===== config.mk =====
export PLATFORM = sky130hd
export DESIGN_NAME = ipf_irq_priority
export DESIGN_NICKNAME = d
export VERILOG_FILES = /design/src/design/ipf_pkg.sv /design/src/design/ipf_irq_priority.sv
export SDC_FILE = /design/constraint.sdc
export NUM_CORES = 1
export LEC_CHECK = 0
export ABC_AREA = 1
export BUFFER_PORTS_ARGS = -buffer_cell sky130_fd_sc_hd__buf_2
export CAP_MARGIN = 20
export CORE_ASPECT_RATIO = 1.5
export CORE_MARGIN = 1
export CORE_UTILIZATION = 30
export DETAILED_ROUTE_END_ITERATION = 12
export GPL_TIMING_DRIVEN = 1
export PLACE_DENSITY_LB_ADDON = 0.25
export SYNTH_ARGS = -nofsm -noshare
export SYNTH_HDL_FRONTEND = slang
export SYNTH_SLANG_ARGS = --single-unit

===== constraint.sdc =====
create_clock -name clk_i -period 37.3 [get_ports clk_i]
set_input_delay 5.595 -clock clk_i [delete_from_list [all_inputs] [get_ports clk_i]]
set_output_delay 5.595 -clock clk_i [all_outputs]
set_load 0.005 [all_outputs]

===== src/design/ipf_pkg.sv =====
// Purpose: shared constants of the interrupt priority and fast vector block
// Assumes: 16-bit registers at word offsets on a plain strobe port
// Notes:   source order below fixes vector numbering and tie breaking
package ipf_pkg;

	// ==========================================================
	// bus geometry
	localparam int ADDR_W  = 5;
	localparam int DATA_W  = 16;
	localparam int NUM_SRC = 13;

	// ==========================================================
	// register offsets
	localparam logic [4:0] OFS_TIMER_C    = 5'h07;
	localparam logic [4:0] OFS_SERIAL0_TA = 5'h08;
	localparam logic [4:0] OFS_PWM_ADC    = 5'h09;
	localparam logic [4:0] OFS_VBA        = 5'h0A;
	localparam logic [4:0] OFS_FAST0_SEL  = 5'h0B;
	localparam logic [4:0] OFS_FAST0_LOW  = 5'h0C;
	localparam logic [4:0] OFS_FAST0_HIGH = 5'h0D;
	localparam logic [4:0] OFS_FAST1_SEL  = 5'h0E;
	localparam logic [4:0] OFS_FAST1_LOW  = 5'h0F;
	localparam logic [4:0] OFS_FAST1_HIGH = 5'h10;

	// ==========================================================
	// field widths and positions
	localparam int VBA_W    = 13;
	localparam int FSEL_W   = 7;
	localparam int TGT_LO_W = 16;
	localparam int TGT_HI_W = 5;
	localparam int TGT_W    = 21;
	localparam int LVL_W    = 2;
	localparam int VBA_POS  = 0;
	localparam int FSEL_POS = 0;
	localparam int TGT_POS  = 0;
	localparam int LOWB_SHIFT = 1;

	// ==========================================================
	// reset values and level codes
	localparam logic [1:0]  LVL_OFF     = 2'h0;
	localparam logic [1:0]  LVL_TOP     = 2'h3;
	localparam logic [12:0] RST_VBA     = 13'h0000;
	localparam logic [6:0]  RST_FSEL    = 7'h00;
	localparam logic [15:0] RST_TGT_LO  = 16'h0000;
	localparam logic [4:0]  RST_TGT_HI  = 5'h00;
	localparam logic [6:0]  DEF_VEC_FIRST = 7'h28;

	// ==========================================================
	// source map: 0 timer C ch1, 1 timer C ch2, 2..4 timer A ch1..3,
	// 5 serial0 tx empty, 6 tx idle, 7 rx error, 8 rx full,
	// 9 converter done, 10 zero cross, 11 pwm reload, 12 pwm fault
	localparam logic [4:0] SRC_REG [NUM_SRC] = '{
		OFS_TIMER_C, OFS_TIMER_C,
		OFS_SERIAL0_TA, OFS_SERIAL0_TA, OFS_SERIAL0_TA,
		OFS_SERIAL0_TA, OFS_SERIAL0_TA, OFS_SERIAL0_TA, OFS_SERIAL0_TA,
		OFS_PWM_ADC, OFS_PWM_ADC, OFS_PWM_ADC, OFS_PWM_ADC
	};
	localparam logic [3:0] SRC_POS [NUM_SRC] = '{
		4'h0, 4'h2,
		4'h0, 4'h2, 4'h4,
		4'h6, 4'h8, 4'hC, 4'hE,
		4'h2, 4'h6, 4'hA, 4'hE
	};

endpackage


===== src/design/ipf_irq_priority.sv =====
// Purpose: priority level registers, vector base and fast interrupt selection
// Assumes: request inputs come from logic on clk_i; registers on a strobe port
// Notes:   winner is re-evaluated every cycle and presented one cycle later
//
// Added by the designer: the plain strobed port.
`timescale 1ns/1ps

// Overview of operation
// - field code 00 disables source; 01, 10, 11 give levels 0, 1, 2
// - reset clears every priority field to the disabled code
// - unimplemented register bits read zero and ignore writes
// - timer C register: channel 2 in bits 3-2, channel 1 in bits 1-0
// - offset 8: serial0 rx full 15-14, rx error 13-12, tx idle 9-8, tx empty 7-6
// - offset 8: timer A channel 3 in 5-4, channel 2 in 3-2, channel 1 in 1-0
// - offset 9: pwm fault 15-14, pwm reload 11-10, bits 13-12 reserved
// - offset 9: zero cross 7-6, conversion done 3-2, others reserved
// - vector base keeps 13 bits, forms upper 13 bits of vector address
// - low vector address byte comes from the winning request identity
// - fast-0 select keeps 7-bit vector number; matching request is fast 0
// - fast requests branch straight to their stored target address
// - fast source beats every non-fast level-2 request
// - fast 0 is serviced before fast 1 when both pend
// - fast-0 target is 21 bits: 16-bit low plus 5-bit high field
module ipf_irq_priority #(
	parameter logic [6:0] VEC_FIRST = ipf_pkg::DEF_VEC_FIRST
) (
	// clock and reset
	input  wire logic                        clk_i,
	input  wire logic                        sys_rst_i,
	// register port
	input  wire logic [ipf_pkg::ADDR_W-1:0]  reg_addr_i,
	input  wire logic [ipf_pkg::DATA_W-1:0]  reg_wdata_i,
	input  wire logic                        reg_wr_i,
	input  wire logic                        reg_rd_i,
	output logic      [ipf_pkg::DATA_W-1:0]  reg_rdata_o,
	// peripheral requests
	input  wire logic [ipf_pkg::NUM_SRC-1:0] irq_req_i,
	// core side
	output logic                             irq_valid_o,
	output logic      [1:0]                  irq_level_o,
	output logic      [ipf_pkg::FSEL_W-1:0]  irq_vector_o,
	output logic      [ipf_pkg::TGT_W-1:0]   irq_vector_addr_o,
	output logic                             irq_fast_o,
	output logic                             irq_fast_one_o
);

	// ==========================================================
	// configuration state
	logic [1:0]                     lvl [ipf_pkg::NUM_SRC];
	logic [ipf_pkg::VBA_W-1:0]      vector_table_origin;
	logic [ipf_pkg::FSEL_W-1:0]     fast_irq_zero_select;
	logic [ipf_pkg::TGT_LO_W-1:0]   fast_irq_zero_target_low;
	logic [ipf_pkg::TGT_HI_W-1:0]   fast_irq_zero_target_high;
	logic [ipf_pkg::FSEL_W-1:0]     fast_irq_one_select;
	logic [ipf_pkg::TGT_LO_W-1:0]   fast_irq_one_target_low;
	logic [ipf_pkg::TGT_HI_W-1:0]   fast_irq_one_target_high;

	logic [ipf_pkg::FSEL_W-1:0]     src_vec  [ipf_pkg::NUM_SRC];
	logic [3:0]                     src_rank [ipf_pkg::NUM_SRC];
	logic [ipf_pkg::NUM_SRC-1:0]    pend;
	logic [ipf_pkg::NUM_SRC-1:0]    is_f0;
	logic [ipf_pkg::NUM_SRC-1:0]    is_f1;
	logic [ipf_pkg::DATA_W-1:0]     next_rdata;
	logic                           next_valid;
	logic [3:0]                     next_idx;
	logic [3:0]                     best_rank;

	logic wr_hit;
	assign wr_hit = reg_wr_i;

	// ==========================================================
	// per source level fields, decode and ranking
	genvar g;
	generate
		for (g = 0; g < ipf_pkg::NUM_SRC; g++) begin : g_src
			always_ff @(posedge clk_i) begin
				if (sys_rst_i) begin
					lvl[g] <= ipf_pkg::LVL_OFF;
				end else if (wr_hit && reg_addr_i == ipf_pkg::SRC_REG[g]) begin
					lvl[g] <= reg_wdata_i[ipf_pkg::SRC_POS[g] +: ipf_pkg::LVL_W];
				end
			end
			assign src_vec[g] = VEC_FIRST + 7'(g);
			// 00 means disabled: such a source never pends
			assign pend[g]  = irq_req_i[g] && (lvl[g] != ipf_pkg::LVL_OFF);
			assign is_f0[g] = pend[g] && (src_vec[g] == fast_irq_zero_select);
			assign is_f1[g] = pend[g] && (src_vec[g] == fast_irq_one_select);
			// fast flags above the level code lift a fast source over level 2
			assign src_rank[g] = {is_f0[g], is_f1[g] && !is_f0[g], lvl[g]};
		end
	endgenerate

	// ==========================================================
	// vector base and fast interrupt registers
	always_ff @(posedge clk_i) begin
		if (sys_rst_i) begin
			vector_table_origin <= ipf_pkg::RST_VBA;
		end else if (wr_hit && reg_addr_i == ipf_pkg::OFS_VBA) begin
			vector_table_origin <= reg_wdata_i[ipf_pkg::VBA_POS +: ipf_pkg::VBA_W];
		end
	end

	always_ff @(posedge clk_i) begin
		if (sys_rst_i) begin
			fast_irq_zero_select      <= ipf_pkg::RST_FSEL;
			fast_irq_zero_target_low  <= ipf_pkg::RST_TGT_LO;
			fast_irq_zero_target_high <= ipf_pkg::RST_TGT_HI;
		end else if (wr_hit) begin
			if (reg_addr_i == ipf_pkg::OFS_FAST0_SEL) begin
				fast_irq_zero_select <= reg_wdata_i[ipf_pkg::FSEL_POS +: ipf_pkg::FSEL_W];
			end else if (reg_addr_i == ipf_pkg::OFS_FAST0_LOW) begin
				fast_irq_zero_target_low <= reg_wdata_i;
			end else if (reg_addr_i == ipf_pkg::OFS_FAST0_HIGH) begin
				fast_irq_zero_target_high <= reg_wdata_i[ipf_pkg::TGT_POS +: ipf_pkg::TGT_HI_W];
			end
		end
	end

	always_ff @(posedge clk_i) begin
		if (sys_rst_i) begin
			fast_irq_one_select      <= ipf_pkg::RST_FSEL;
			fast_irq_one_target_low  <= ipf_pkg::RST_TGT_LO;
			fast_irq_one_target_high <= ipf_pkg::RST_TGT_HI;
		end else if (wr_hit) begin
			if (reg_addr_i == ipf_pkg::OFS_FAST1_SEL) begin
				fast_irq_one_select <= reg_wdata_i[ipf_pkg::FSEL_POS +: ipf_pkg::FSEL_W];
			end else if (reg_addr_i == ipf_pkg::OFS_FAST1_LOW) begin
				fast_irq_one_target_low <= reg_wdata_i;
			end else if (reg_addr_i == ipf_pkg::OFS_FAST1_HIGH) begin
				fast_irq_one_target_high <= reg_wdata_i[ipf_pkg::TGT_POS +: ipf_pkg::TGT_HI_W];
			end
		end
	end

	// ==========================================================
	// read mux: only implemented bits are ever set
	always_comb begin
		next_rdata = '0;
		if (reg_addr_i == ipf_pkg::OFS_VBA) begin
			next_rdata[ipf_pkg::VBA_POS +: ipf_pkg::VBA_W] = vector_table_origin;
		end else if (reg_addr_i == ipf_pkg::OFS_FAST0_SEL) begin
			next_rdata[ipf_pkg::FSEL_POS +: ipf_pkg::FSEL_W] = fast_irq_zero_select;
		end else if (reg_addr_i == ipf_pkg::OFS_FAST0_LOW) begin
			next_rdata = fast_irq_zero_target_low;
		end else if (reg_addr_i == ipf_pkg::OFS_FAST0_HIGH) begin
			next_rdata[ipf_pkg::TGT_POS +: ipf_pkg::TGT_HI_W] = fast_irq_zero_target_high;
		end else if (reg_addr_i == ipf_pkg::OFS_FAST1_SEL) begin
			next_rdata[ipf_pkg::FSEL_POS +: ipf_pkg::FSEL_W] = fast_irq_one_select;
		end else if (reg_addr_i == ipf_pkg::OFS_FAST1_LOW) begin
			next_rdata = fast_irq_one_target_low;
		end else if (reg_addr_i == ipf_pkg::OFS_FAST1_HIGH) begin
			next_rdata[ipf_pkg::TGT_POS +: ipf_pkg::TGT_HI_W] = fast_irq_one_target_high;
		end else begin
			for (int i = 0; i < ipf_pkg::NUM_SRC; i++) begin
				if (reg_addr_i == ipf_pkg::SRC_REG[i]) begin
					next_rdata[ipf_pkg::SRC_POS[i] +: ipf_pkg::LVL_W] = lvl[i];
				end
			end
		end
	end

	// data stand only in the cycle after the read strobe
	always_ff @(posedge clk_i) begin
		if (sys_rst_i) begin
			reg_rdata_o <= '0;
		end else if (reg_rd_i) begin
			reg_rdata_o <= next_rdata;
		end else begin
			reg_rdata_o <= '0;
		end
	end

	// ==========================================================
	// arbitration
	// scanning from the top index with >= lets the lowest index win ties
	always_comb begin
		next_valid = 1'b0;
		next_idx   = 4'h0;
		best_rank  = 4'h0;
		for (int i = ipf_pkg::NUM_SRC - 1; i >= 0; i--) begin
			if (pend[i] && src_rank[i] >= best_rank) begin
				next_valid = 1'b1;
				next_idx   = 4'(i);
				best_rank  = src_rank[i];
			end
		end
	end

	// ==========================================================
	// core side outputs, refreshed every cycle
	always_ff @(posedge clk_i) begin
		if (sys_rst_i) begin
			irq_valid_o       <= 1'b0;
			irq_level_o       <= 2'h0;
			irq_vector_o      <= 7'h00;
			irq_vector_addr_o <= 21'h000000;
			irq_fast_o        <= 1'b0;
			irq_fast_one_o    <= 1'b0;
		end else begin
			irq_valid_o    <= next_valid;
			irq_level_o    <= next_valid ? lvl[next_idx] - 2'h1 : 2'h0;
			irq_vector_o   <= next_valid ? src_vec[next_idx] : 7'h00;
			irq_fast_o     <= next_valid && (best_rank[3] || best_rank[2]);
			irq_fast_one_o <= next_valid && !best_rank[3] && best_rank[2];
			if (!next_valid) begin
				irq_vector_addr_o <= 21'h000000;
			end else if (best_rank[3]) begin
				// fast path skips the jump table entirely
				irq_vector_addr_o <= {fast_irq_zero_target_high, fast_irq_zero_target_low};
			end else if (best_rank[2]) begin
				irq_vector_addr_o <= {fast_irq_one_target_high, fast_irq_one_target_low};
			end else begin
				irq_vector_addr_o <= {vector_table_origin,
					src_vec[next_idx], 1'b0};
			end
		end
	end

	logic [ipf_pkg::NUM_SRC-1:0] lvl_any;
	logic [ipf_pkg::NUM_SRC-1:0] pend_q;
	logic [ipf_pkg::NUM_SRC-1:0] beaten;
	logic [1:0]                  lvl_q [ipf_pkg::NUM_SRC];
	logic [3:0]                  win_idx;
	logic [1:0]                  win_lvl;

	// the grant is registered, so it is judged against last cycle's state
	always_ff @(posedge clk_i) begin
		if (sys_rst_i) begin
			pend_q <= '0;
		end else begin
			pend_q <= pend;
		end
	end

	assign win_idx = 4'(irq_vector_o - VEC_FIRST);
	// an index past the last source only appears while nothing is granted
	assign win_lvl = (win_idx < 4'(ipf_pkg::NUM_SRC)) ? lvl_q[win_idx] : ipf_pkg::LVL_OFF;

	generate
		for (g = 0; g < ipf_pkg::NUM_SRC; g++) begin : g_chk
			assign lvl_any[g] = |lvl[g];
			always_ff @(posedge clk_i) begin
				if (sys_rst_i) begin
					lvl_q[g] <= ipf_pkg::LVL_OFF;
				end else begin
					lvl_q[g] <= lvl[g];
				end
			end
			// set where a pending source should have won over the presented one
			assign beaten[g] = pend_q[g] && ((lvl_q[g] > win_lvl)
				|| (lvl_q[g] == win_lvl && 4'(g) < win_idx));
		end
	endgenerate
endmodule


# Yosys cells after proc, flatten, opt, wreduce, memory -nomap -nowiden
# Memories as Yosys holds them, arrays and structs flattened.
# Index checks and enable logic that the tools add are counted.
classes:
  n_lt_le_gt_ge: 14
  n_eq_ne: 36
  n_bitwise: 20
  n_addsub: 1
  reduce_logical: 109
  muxes: 93
op_table:
  columns: ["operator", "n"]
  rows:
  - ["6-bit by 7-bit equality test with 1-bit output (first input constant)", 26]
  - ["4-bit two-way mux", 26]
  - ["1-bit logical AND", 72]
  - ["16-bit two-way mux", 4]
  - ["2-bit two-way mux", 26]
  - ["4-bit >= comparator", 12]
  - ["21-bit two-way mux", 2]
  - ["5-bit by 4-bit equality test with 1-bit output (second input constant)", 8]
  - ["7-bit two-way mux", 4]
  - ["2-bit nonzero test", 13]
  - ["1-bit two-way mux", 24]
  - ["11-bit two-way mux", 2]
  - ["1-bit zero test", 14]
  - ["13-bit two-way mux", 1]
  - ["1-bit OR", 13]
  - ["5-bit two-way mux", 2]
  - ["9-bit two-way mux", 1]
  - ["4-bit AND reduction", 2]
  - ["6-bit two-way mux", 1]
  - ["1-bit NOT", 6]
  - ["3-bit AND reduction", 2]
  - ["5-bit by 3-bit equality test with 1-bit output (second input constant)", 1]
  - ["5-bit equality test (second input constant)", 1]
  - ["5-bit >= comparator (second input constant)", 1]
  - ["7 further kinds", 9]
totals:
  elab_cells: 290
  inputBits: 38
  romBits: 112
  reg_bits: 118
  n_memories: 2
  ram_bits: 26
  out_inout_bits: 49
memory_table:
  columns: ["memory", "depth", "width", "read_ports", "rd_clocked_by_memory_dff", "wr", "line", "rtl"]
  rows:
  - ["(name not given)", 16, 7, 1, 0, 0, "ipf_irq_priority.sv:214", "src_vec[next_idx], 1'b0};"]
  - ["lvl", 13, 2, 14, 0, 13, "ipf_irq_priority.sv:49", "logic [1:0] lvl [ipf_pkg::NUM_SRC];"]

# Logic depth before layout (Yosys ltp)
# Gate-level depths: netlist (run 1).
# An unclocked memory read counts as a cell.
depth:
  ltp_word: 51
  mapped_depth: 124
  ltp_nobuf: 123

# Least setup slack after synthesis (run 1)
# OpenSTA, ideal clock, no wires.
synth_timing:
  path_type: "input to register"
  start: "input port irq_req_i[11] (netlist bit)"
  end: "register irq_vector_addr_o[7] (netlist bit)"
  arrival_time_ps: 18495
  setup_slack_ps: 18688
  setup_time_ps: 117
  path_stages: 111
  cell_sequence: "o21a_1 nor3b_4 nor2_2 ha_1 nand2_1 inv_1 nand2_1 nand3_1 nand2_1 inv_1 o21ai_0 inv_1 ha_1 nand2_1 inv_1 nand3_1 nand3_1 nand2_2 [75 not listed] or2_2 nand2_1 ha_1 a21oi_1 nand3_1 nand2_1 nand2_1 nor2_1 inv_1 nor3_2 inv_2 o21ai_4 inv_2 nand2_2 inv_2 buf_6 nand2_1 o21ai_1"
synth_via:
  elab_chain_len: 46
  word_cells_on_any_way: 73
  cone_classes: "order compare (12); mux (40); bitwise (2); reduce/logical (18); memory (1)"
synth_rtl:
  columns: ["item", "line", "rtl"]
  rows:
  - ["start, declared", "ipf_irq_priority.sv:37", "input wire logic [ipf_pkg::NUM_SRC-1:0] irq_req_i,"]
  - ["1-bit logical AND (*)", "ipf_irq_priority.sv:85", "assign pend[g] = irq_req_i[g] && (lvl[g] != ipf_pkg::LVL_OFF);"]
  - ["1-bit logical AND", "ipf_irq_priority.sv:86", "assign is_f0[g] = pend[g] && (src_vec[g] == fast_irq_zero_select);"]
  - ["1-bit zero test", "ipf_irq_priority.sv:89", "assign src_rank[g] = {is_f0[g], is_f1[g] && !is_f0[g], lvl[g]};"]
  - ["1-bit logical AND", "ipf_irq_priority.sv:89", null]
  - ["4-bit >= comparator", "ipf_irq_priority.sv:181", "if (pend[i] && src_rank[i] >= best_rank) begin"]
  - ["1-bit logical AND", "ipf_irq_priority.sv:181", null]
  - ["4-bit two-way mux", "ipf_irq_priority.sv:181", null]
  - ["4-bit >= comparator", "ipf_irq_priority.sv:181", null]
  - ["[29 not listed]", null, null]
  - ["4-bit >= comparator", "ipf_irq_priority.sv:181", null]
  - ["1-bit logical AND", "ipf_irq_priority.sv:181", null]
  - ["4-bit two-way mux", "ipf_irq_priority.sv:181", null]
  - ["4-bit NOT with 5-bit output (implied by the code)", "ipf_irq_priority.sv:214", null]
  - ["memory 16 x 7 bit", null, null]
  - ["7-bit two-way mux (implied by the code) (2 in a row)", "ipf_irq_priority.sv:214", null]
  - ["21-bit two-way mux", "ipf_irq_priority.sv:210", "end else if (best_rank[2]) begin"]
  - ["21-bit two-way mux", "ipf_irq_priority.sv:207", "end else if (best_rank[3]) begin"]
  - ["end signal, assigned", "ipf_irq_priority.sv:209", "irq_vector_addr_o <= {fast_irq_zero_target_high, fast_irq_zero_target_low};"]
  - ["end signal, assigned", "ipf_irq_priority.sv:211", "irq_vector_addr_o <= {fast_irq_one_target_high, fast_irq_one_target_low};"]
  - ["end signal, assigned", "ipf_irq_priority.sv:213", "irq_vector_addr_o <= {vector_table_origin,"]
  - ["end, declared", "ipf_irq_priority.sv:42", "output logic [ipf_pkg::TGT_W-1:0] irq_vector_addr_o,"]
# Mark *: on every way between the ends. The rest lies on a longest branch, timed or not. The select of a mux whose other input is x is not followed.
# A chain may end at the register's enable or synchronous reset.

# Final worst setup path (run 1)
layout_timing:
  start: "input port irq_req_i[11] (netlist bit)"
  end: "register irq_level_o[1]"
layout_via:
  elab_chain_len: 42
  word_cells_on_any_way: 68
  cone_classes: "add/sub (1); order compare (12); mux (35); bitwise (1); reduce/logical (18); memory (1)"
layout_rtl:
  columns: ["item", "line", "rtl"]
  rows:
  - ["1-bit logical AND (*)", "ipf_irq_priority.sv:85", null]
  - ["1-bit logical AND", "ipf_irq_priority.sv:86", null]
  - ["1-bit zero test", "ipf_irq_priority.sv:89", null]
  - ["1-bit logical AND", "ipf_irq_priority.sv:89", null]
  - ["4-bit >= comparator", "ipf_irq_priority.sv:181", null]
  - ["1-bit logical AND", "ipf_irq_priority.sv:181", null]
  - ["4-bit two-way mux", "ipf_irq_priority.sv:181", null]
  - ["4-bit >= comparator", "ipf_irq_priority.sv:181", null]
  - ["[26 not listed]", null, null]
  - ["4-bit >= comparator", "ipf_irq_priority.sv:181", null]
  - ["1-bit logical AND", "ipf_irq_priority.sv:181", null]
  - ["4-bit two-way mux", "ipf_irq_priority.sv:181", null]
  - ["4-bit >= comparator", "ipf_irq_priority.sv:181", null]
  - ["1-bit logical AND", "ipf_irq_priority.sv:181", null]
  - ["4-bit two-way mux / 1-bit two-way mux (equally long branches)", "ipf_irq_priority.sv:181", null]
  - ["memory 13 x 2 bit / 1-bit NOT (equally long branches)", null, null]
  - ["2-bit by 1-bit subtractor with 2-bit output / 2-bit OR reduction (equally long branches)", null, null]
  - ["end signal, assigned", "ipf_irq_priority.sv:201", "irq_level_o <= next_valid ? lvl[next_idx] - 2'h1 : 2'h0;"]
  - ["end, declared", "ipf_irq_priority.sv:40", "output logic [1:0] irq_level_o,"]
# Mark *: on every way between the ends. The rest lies on a longest branch, timed or not.

==> flow_summary_export.csv, run 1 <==
group,metric,value,unit
logic_synthesis,synth_area_leaders,"dfxtp_1, nand2_1, edfxtp_1",
global_route,grt_first_pass_wirelength,45900,µm
die,die-area,0.0283,mm²
status,status,"completed",
cts,cts_buffers,17,
power,p_leak,4.48,nW
power,p_total,0.673,mW
route,routedWlPerCell,19.1,µm
place,place.detailed.hpwl,24200,µm
cts,clk_pin_slew,0.06,ns
logic_synthesis,synth.distinct_cells,51,
logic_synthesis,ys.flop_type,"dfxtp_1",
worst_setup_path,reg2reg_slack,21.11,ns
place,preCtsSetupSlack,16.51,ns
logic_synthesis,synthArstFlopShare,0,%
route,vias_per_cell,5.23,
power,vdd_drop_max,49.1,µV
cts,htree_levels,4,
global_route,grt_max_degree,54,
worst_setup_path,cp_num_buf_inv,20,
logic_synthesis,syn-cell-area,0.00829,mm²
worst_setup_path,worst_path_max_delay_cell,"nand2_1",
logic_synthesis,synth-seq-cells,143,
route,ant_nets,0,
place,place_congestion,0.946,
worst_setup_path,crit_type,"in2reg",
worst_setup_path,rr_endpoint,"irq_level_o[1]",
global_route,track_usage,22.2,%
worst_setup_path,critPathArrivalTime,20.81,ns
sta,fin_crit_sh,54.9,%
die,ios,87,
cts,cts.path.max_buffers,2,
sta,whs,0.478,ns
sta,timing.final.ws_setup,16.82,ns
layout,layout-drive-gt1-share,14.3,%
sta,maxSlewHeadroom,33.5,%
logic_synthesis,synth_common_cells,"nand2_1, inv_1, dfxtp_1",
logic_synthesis,syn_nets,1245,
hold_path,holdPathEnd,"vector_table_origin[7]",
route,first_pass_iters,6,
cts,cts_tree,"built",
worst_setup_path,reg2reg_depth,117,
sta,fin_setup_tns,0,ns
sta,min_period,20.48,ns
layout,finish.instance_area,0.00962,mm²
layout,fin_util,35.3,%
global_route,first_global_vias,8176,
global_route,grt_overflow_total,0,
cts,cts-root-buf,"clkbuf_16",
logic_synthesis,yosysTopAreaCellShare,28.3,%
cts,clkSinkCount,143,
route,drt_iter0_markers,570,
sta,hold_viol_final,0,
cts,clkLatencyLatePin,0.45,ns
power,powerDensity,70.0,mW/mm²
worst_setup_path,max_stage_delay,0.50,ns
route,wl,30500,µm
route,num_vias,8368,
sta,fmax,48.8,MHz
logic_synthesis,synth-edff-count,26,
sta,setup_viol,0,
sta,tightest_slew,0.989,ns
logic_synthesis,yosys_warnings,0,
worst_setup_path,worst-path-max-fanout,19,
logic_synthesis,yosysSeqAreaShare,37.7,%
hold_path,hold_depth,2,
sta,rsz0062_at_grt,"no",
die,core_area,0.0272,mm²
worst_setup_path,worstSetupStartpointType,"input port",
die,rows,74,
die,initial_utilization,30.5,%
place,placed_cells,1567,
logic_synthesis,synth_area_leader_cell,"dfxtp_1",
cts,cts_resized,0,
layout,final_cells,1599,
hold_path,hp-class,"reg2reg",
sta,skew,0.0180,ns
layout,antenna_cells,0,
layout,final_nets,1325,
worst_setup_path,endpoint_kind,"flop",
route,drc,0,
sta,report.final.slew_viol_count,0,
logic_synthesis,yosysMostFrequentCell,"nand2_1",
worst_setup_path,path_common_cell,"nand2_1",
logic_synthesis,synthCells,1164,
hold_path,worstHoldStart,"vector_table_origin[7]",
global_route,antenna_found_initial,0,
worst_setup_path,cp.required,37.63,ns
place,port_buffers,85,
layout,syn2layout_area_growth,16.0,%
place,place_area,0.00904,mm²
worst_setup_path,startpoint,"irq_req_i[11]",
logic_synthesis,syn_area_per_cell,7.12,µm²
worst_setup_path,critical_path.top_delay_family,"simple AND/OR/NAND/NOR gates",
die,die_h,206,µm
worst_setup_path,r2r-start,"fast_irq_one_select[2]",
die,chipWidth,138,µm
job,maxCapViolations,0,
cts,postCtsSetupBuffers,0,
cts,ctsHoldBuffers,0,
[layout make-up]
cell class / instances / area, µm²
tap: 342 / 428
fill: 2996 / 17600
clock inverter: 14 / 144
multi-input combinational: 809 / 4330
clock buffer: 18 / 429
sequential: 143 / 3120
inverter: 181 / 679
timing repair buffer: 92 / 478
[cell families (layout without fill, tap and decap cells)]
group	count (synthesis)	in the layout	share of synthesized area [%]
buffers and inverters	212	305	10.1
AO/OA/AOI/OAI	279	279	18.8
AND/OR/NAND/NOR	486	486	26.9
other	1	1	0.0452
adder cells (fa/ha/maj)	43	43	6.49
flip-flops	143	143	37.7
[routing by layer]
layer  routed length (µm)  GRT usage [%]  vias to the layer above
li1                     -              -                     4057
met1                11500           23.9                     3899
met2                15600           39.5                      324
met3                 1430           2.96                       88
met4                 1960           15.3                        0
met5                    0              0                        -
[state kept, by name, indices dropped and copies added (netlist names)]
name / cells
reg_rdata_o: 16
fast_irq_one_target_low: 16
lvl: 26
fast_irq_zero_select: 7
fast_irq_one_select: 7
vector_table_origin: 13
irq_vector_o: 6
fast_irq_one_target_high: 5
irq_vector_addr_o: 21
irq_level_o: 2
irq_fast_one_o: 1
irq_valid_o: 1
fast_irq_zero_target_high: 5
fast_irq_zero_target_low: 16
irq_fast_o: 1
[worst max-delay path by stage]
stage,end,slack (ns),cells past startpoint
floorplan,irq_vector_addr_o[7],18.69,111
global placement,irq_level_o[1],16.83,114
detailed placement,irq_vector_addr_o[2],16.51,114
CTS,irq_level_o[1],16.94,116
global route,irq_vector_addr_o[2],15.06,114
finish,irq_level_o[1],16.82,116
[report_power, final]
part           switching (mW)  total (mW)  internal, mW
clock                  0.0706       0.169        0.0979
sequential            0.00514       0.176         0.171
combinational           0.235       0.329        0.0942
[placed cells by master (no fill, tap or decap), types with 3 or more instances in the layout]
master / instances
a21oi_1: 104
a221oi_1: 7
buf_2: 85
buf_4: 7
clkbuf_16: 17
clkinv_1: 4
clkinvlp_4: 6
dfxtp_1: 117
edfxtp_1: 26
ha_1: 43
inv_1: 174
inv_2: 5
nand2_1: 223
nand2_2: 23
nand2_4: 6
nand3_1: 86
nand3_2: 3
nand4_1: 14
nor2_1: 87
nor3_1: 17
nor4_1: 11
o211ai_1: 11
o21ai_0: 114
o21ai_1: 4
o21ai_2: 5
o221ai_1: 4
o22ai_1: 17
or2_2: 5
[tightest hold or removal path: stages (launching register included)]
cell	delay, ns
dfxtp_1	0.29
inv_1	0.07
a21oi_1	0.07
Power figures use the tool's default switching activity.
==> run 2, diff against run 1 <==
Clock period 37.3 ns to 21.4 ns, I/O delays scaled along.
==> run 2 against run 1 <==
Effect of this change:
- total power up 76%
- final area up 0.23%
- critical path depth down 4
- register-to-register slack worse by 16 ns
- final cell count unchanged
- worst hold slack about the same
- clock skew down 0.0035 ns
- setup slack worse by 13 ns
- utilization up 0.083 points
- sequential power up 74%
- largest power group unchanged
- highest routed layer unchanged
==> flow_summary_export.csv, run 2 (synthesized netlist as in run 1, its figures left out) <==
group,metric,value,unit
layout,finish.instance_area,0.00964,mm²
route,vias_per_cell,5.24,
cts,postCtsSetupBuffers,0,
die,die-area,0.0283,mm²
layout,final_common_cell,"nand2_1",
worst_setup_path,worstSetupStartpointType,"input port",
power,p_sw_share,45.5,%
cts,cts_buffers,17,
cts,clkLatencyLatePin,0.44,ns
cts,htree_levels,4,
layout,syn2layout_area_growth,16.3,%
sta,skew,0.0144,ns
sta,rsz0062_at_grt,"no",
layout,largest_reg_flops,26,
sta,hold_viol_final,0,
die,initial_utilization,30.5,%
cts,clk_pin_slew,0.06,ns
global_route,grt_overflow_total,0,
layout,multi_input_area,0.00433,mm²
sta,setup_viol,0,
power,p_leak,4.49,nW
route,ant_nets,0,
worst_setup_path,worst-path-max-fanout,19,
die,rows,74,
global_route,antenna_found_initial,0,
global_route,track_usage,22.0,%
sta,report.final.slew_viol_count,0,
power,vdd_drop_max,101,µV
layout,final_cell_mix,"nand2_1, inv_1, dfxtp_1, o21ai_0, a21oi_1",
sta,tightest_slew,0.957,ns
power,combPwrFrac,48.3,%
cts,clkSinkCount,143,
route,drc,0,
power,p_switching,0.538,mW
sta,fin_crit_sh,84.4,%
layout,antenna_cells,0,
cts,ctsHoldBuffers,0,
worst_setup_path,path_common_cell,"nand2_1",
place,place_area,0.00904,mm²
route,drt_iter0_markers,510,
sta,fin_setup_tns,0,ns
layout,layout-drive-gt1-share,14.3,%
layout,fillers,2990,
power,pwr-share-seq,25.9,%
power,powerDensity,123,mW/mm²
layout,final_nets,1325,
layout,seq_area,0.00312,mm²
global_route,grt_max_degree,54,
global_route,first_global_vias,8231,
place,port_buffers,85,
die,ios,87,
worst_setup_path,max_stage_delay,0.51,ns
worst_setup_path,crit_type,"in2reg",
global_route,grt_first_pass_wirelength,45500,µm
die,die_h,206,µm
die,core_area,0.0272,mm²
cts,cts-root-buf,"clkbuf_16",
status,status,"completed",
worst_setup_path,endpoint_kind,"flop",
job,maxCapViolations,0,
place,place.detailed.hpwl,24200,µm
layout,top_regs,"lvl x26, irq_vector_addr_o x21",
hold_path,hp-class,"reg2reg",
worst_setup_path,critPathArrivalTime,18.40,ns
power,clock_power_share,25.8,%
cts,cts_tree,"built",
layout,largest_register,"lvl",
route,num_vias,8380,
die,chipWidth,138,µm
sta,fmax,55.4,MHz
route,wl,30400,µm
cts,cts.path.max_buffers,2,
sta,maxSlewHeadroom,35.7,%
worst_setup_path,worst_path_max_delay_cell,"nand2_1",
route,routedWlPerCell,19.0,µm
place,place_congestion,0.946,
sta,min_period,18.06,ns
cts,cts_resized,0,
route,first_pass_iters,5,
worst_setup_path,cp.required,21.74,ns
power,intPower,0.643,mW
==> run 2: power by group through the flow <==
| stage | Combinational, mW | Sequential, mW | Clock (mW) |
|---|---|---|---|
| 2_1_floorplan | 0.405 | 0.311 | 0 |
| 3_3_place_gp | 0.563 | 0.312 | 0 |
| 3_5_place_dp | 0.568 | 0.312 | 0 |
| 4_1_cts | 0.571 | 0.306 | 0.307 |
| 5_1_grt | 0.631 | 0.307 | 0.318 |
| 6_report | 0.571 | 0.306 | 0.304 |
==> run 2: final timing paths <==
kind / endpoint / slack (ns) / depth (start not counted) / from
worst max-delay path: irq_vector_addr_o[2] / 3.34 / 112 / irq_req_i[11]
worst min-delay path: irq_vector_addr_o[9] / 0.48 / 2 / fast_irq_zero_target_low[9]
worst max register to register: irq_vector_addr_o[2] / 5.29 / 113 / fast_irq_one_select[2]
worst min register to register: irq_vector_addr_o[9] / 0.48 / 2 / fast_irq_zero_target_low[9]
==> run 2: per-layer routing <==
metal | global-route usage [%] | part of all wire (%)
met2 | 40.4 | 51
met5 | 0 | 0
met3 | 2.71 | 5.3
met1 | 23.4 | 37
met4 | 13.9 | 5.9
==> run 2: worst max-delay path, delay by kind of cell <==
kind                       cells  cell delay (ns)
adders and majority gates     12             3.56
buffers and inverters         21             1.39
and+or+nand+nor               55             6.28
AOI/OAI and AO/OA             24             3.89
==> run 2: layout make-up <==
type	count	area share [%]
sequential	143	32.4
inverter	181	7.05
clock buffer	17	4.41
timing repair buffer	92	4.96
clock inverter	15	1.77
multi-input combinational	809	45.0
tap	342	4.44
==> run 2: metrics by stage <==
step / utilization [%] / power [mW] / cells / hold slack, ns / worst slack [ns]
floorplan: - / 0.716 / 1164 / 0.439 / 5.17
global placement: 33.2 / 0.876 / 1567 / 0.461 / 3.32
detailed placement: 33.2 / 0.880 / 1567 / 0.467 / 2.92
CTS: 35.4 / 1.18 / 1599 / 0.476 / 3.37
global route: 35.4 / 1.26 / 1599 / 0.495 / 1.76
finish: 35.4 / 1.18 / 1599 / 0.478 / 3.34
==> run 3, diff against run 2 <==
Clock period 21.4 ns to 17.3 ns, I/O delays scaled along.
==> run 3 against run 2 <==
Effect of this change:
- critical path depth is the same
- count of clock-buffer cells in the layout grew 3
- via count shrank 0.25%
==> flow_summary_export.csv, run 3 (synthesized netlist as in run 1, its figures left out) <==
group,metric,value,unit
status,status,"completed",
layout,final_common_cell,"nand2_1",
cts,cts_tree,"built",
layout,final_nets,1338,
place,placed_cells,1571,
route,routedWlPerCell,19.2,µm
worst_setup_path,r2r-start,"fast_irq_one_select[2]",
hold_path,holdPathEnd,"vector_table_origin[8]",
layout,largest_register,"lvl",
worst_setup_path,worst_path_max_delay_cell,"ha_1",
place,place.detailed.hpwl,24200,µm
cts,htree_levels,4,
cts,ctsHoldBuffers,0,
sta,whs,0.479,ns
layout,antenna_cells,0,
hold_path,hp-class,"reg2reg",
die,ios,87,
global_route,first_global_vias,8209,
place,preCtsSetupSlack,-0.122,ns
worst_setup_path,rr_endpoint,"irq_vector_addr_o[7]",
worst_setup_path,reg2reg_slack,2.34,ns
worst_setup_path,endpoint_kind,"flop",
sta,fin_setup_tns,0,ns
hold_path,worstHoldStart,"vector_table_origin[8]",
sta,maxSlewHeadroom,31.4,%
global_route,antenna_found_initial,0,
worst_setup_path,crit_type,"in2reg",
die,die_h,206,µm
job,maxCapViolations,0,
layout,syn2layout_area_growth,18.5,%
place,place_area,0.00907,mm²
worst_setup_path,worst-path-max-fanout,20,
sta,min_period,16.11,ns
worst_setup_path,cp.required,17.59,ns
power,p_leak,4.62,nW
global_route,grt_overflow_total,0,
layout,fillers,2969,
die,chipWidth,138,µm
sta,tightest_slew,1.02,ns
power,powerDensity,153,mW/mm²
power,vdd_drop_max,79.0,µV
cts,clkSinkCount,143,
route,num_vias,8359,
layout,top_regs,"lvl x26, irq_vector_addr_o x21",
layout,finish.instance_area,0.00982,mm²
cts,clk_pin_slew,0.06,ns
sta,skew,0.0159,ns
worst_setup_path,cp.depth,112,
route,first_pass_iters,5,
worst_setup_path,reg2reg_depth,113,
cts,clkLatencyLatePin,0.44,ns
die,die-area,0.0283,mm²
sta,setup_viol,0,
cts,cts-root-buf,"clkbuf_16",
die,rows,74,
worst_setup_path,cp_num_buf_inv,21,
route,drt_iter0_markers,645,
cts,cts.path.max_buffers,2,
route,wl,30900,µm
die,core_area,0.0272,mm²
sta,hold_viol_final,0,
layout,largest_reg_flops,26,
place,place_congestion,0.957,
route,vias_per_cell,5.19,
sta,fin_crit_sh,93.1,%
global_route,grt_first_pass_wirelength,46500,µm
place,port_buffers,85,
sta,report.final.slew_viol_count,0,
global_route,grt_max_degree,75,
die,initial_utilization,30.5,%
sta,timing.final.ws_setup,1.19,ns
route,drc,0,
route,ant_nets,0,
cts,cts_buffers,17,
worst_setup_path,critical_path.top_delay_family,"simple AND/OR/NAND/NOR gates",
worst_setup_path,worstSetupStartpointType,"input port",
global_route,track_usage,22.5,%
sta,fmax,62.1,MHz
hold_path,hold_depth,2,
layout,final_cells,1612,
layout,final_cell_mix,"nand2_1, inv_1, dfxtp_1, o21ai_0, a21oi_1",
layout,layout-drive-gt1-share,16.1,%
worst_setup_path,critPathArrivalTime,16.40,ns
worst_setup_path,max_stage_delay,0.33,ns
run 3: cell types whose count changed in the layout (fill, tap and decap cells not counted), moves of 3 or more:
cell        before  now
o21ai_0        114  109
clkinv_4         2    5
o21ai_1          4    8
clkinvlp_4       5    1
nand3_1         86   83
nand3_2          3    6
nand2_1        223  216
nand2_4          6   11
buf_4            7   19
run 3: worst max-delay path by stage:
stage                       start                   end  slack, ns
finish              irq_req_i[11]  irq_vector_addr_o[7]       1.19
global placement    irq_req_i[11]  irq_vector_addr_o[7]       0.20
global route        irq_req_i[11]  irq_vector_addr_o[7]      -0.09
CTS                 irq_req_i[11]  irq_vector_addr_o[7]       0.30
floorplan           irq_req_i[11]  irq_vector_addr_o[7]       1.69
detailed placement  irq_req_i[11]  irq_vector_addr_o[7]      -0.12
run 3: timing repair:
action	4_1_cts	5_1_grt
resized for setup	0	29
setup buffers	0	8
setup endpoints to repair	0	32
run 3: through the flow:
stage          power [mW]  utilization [%]
2_1_floorplan       0.886                -
3_3_place_gp         1.10             33.3
3_5_place_dp         1.09             33.3
4_1_cts              1.46             35.5
5_1_grt              1.60             36.1
6_report             1.50             36.1
run 3: cell type report:
cell class,count,area (µm²),share of cell area (%)
clock inverter,12,106,1.08
clock buffer,20,479,4.88
tap,342,428,4.36
sequential,143,3120,31.8
inverter,181,682,6.94
multi-input combinational,810,4440,45.2
timing repair buffer,104,568,5.78
run 3: report_power, final:
group | total [mW] | internal [mW] | switching, mW
registers | 0.378 | 0.368 | 0.0108
clock network | 0.363 | 0.214 | 0.149
logic | 0.758 | 0.230 | 0.528
total | 1.50 | 0.812 | 0.688
run 3: worst register-to-register path, delay by kind of cell, from the launching register on:
family	cells	cell delay, ns
and+or+nand+nor	56	5.98
adders and majority gates	12	3.45
DFF	1	0.39
AOI/OAI and AO/OA	24	3.47
buffers and inverters	21	1.52
run 3: per-layer routing:
metal,vias to the layer above,wire length (µm),GRT usage (%)
met5,-,0,0
met4,0,2010,15.4
met3,93,1480,2.76
met2,327,15900,40.4
met1,3847,11500,24.2
li1,4092,-,-
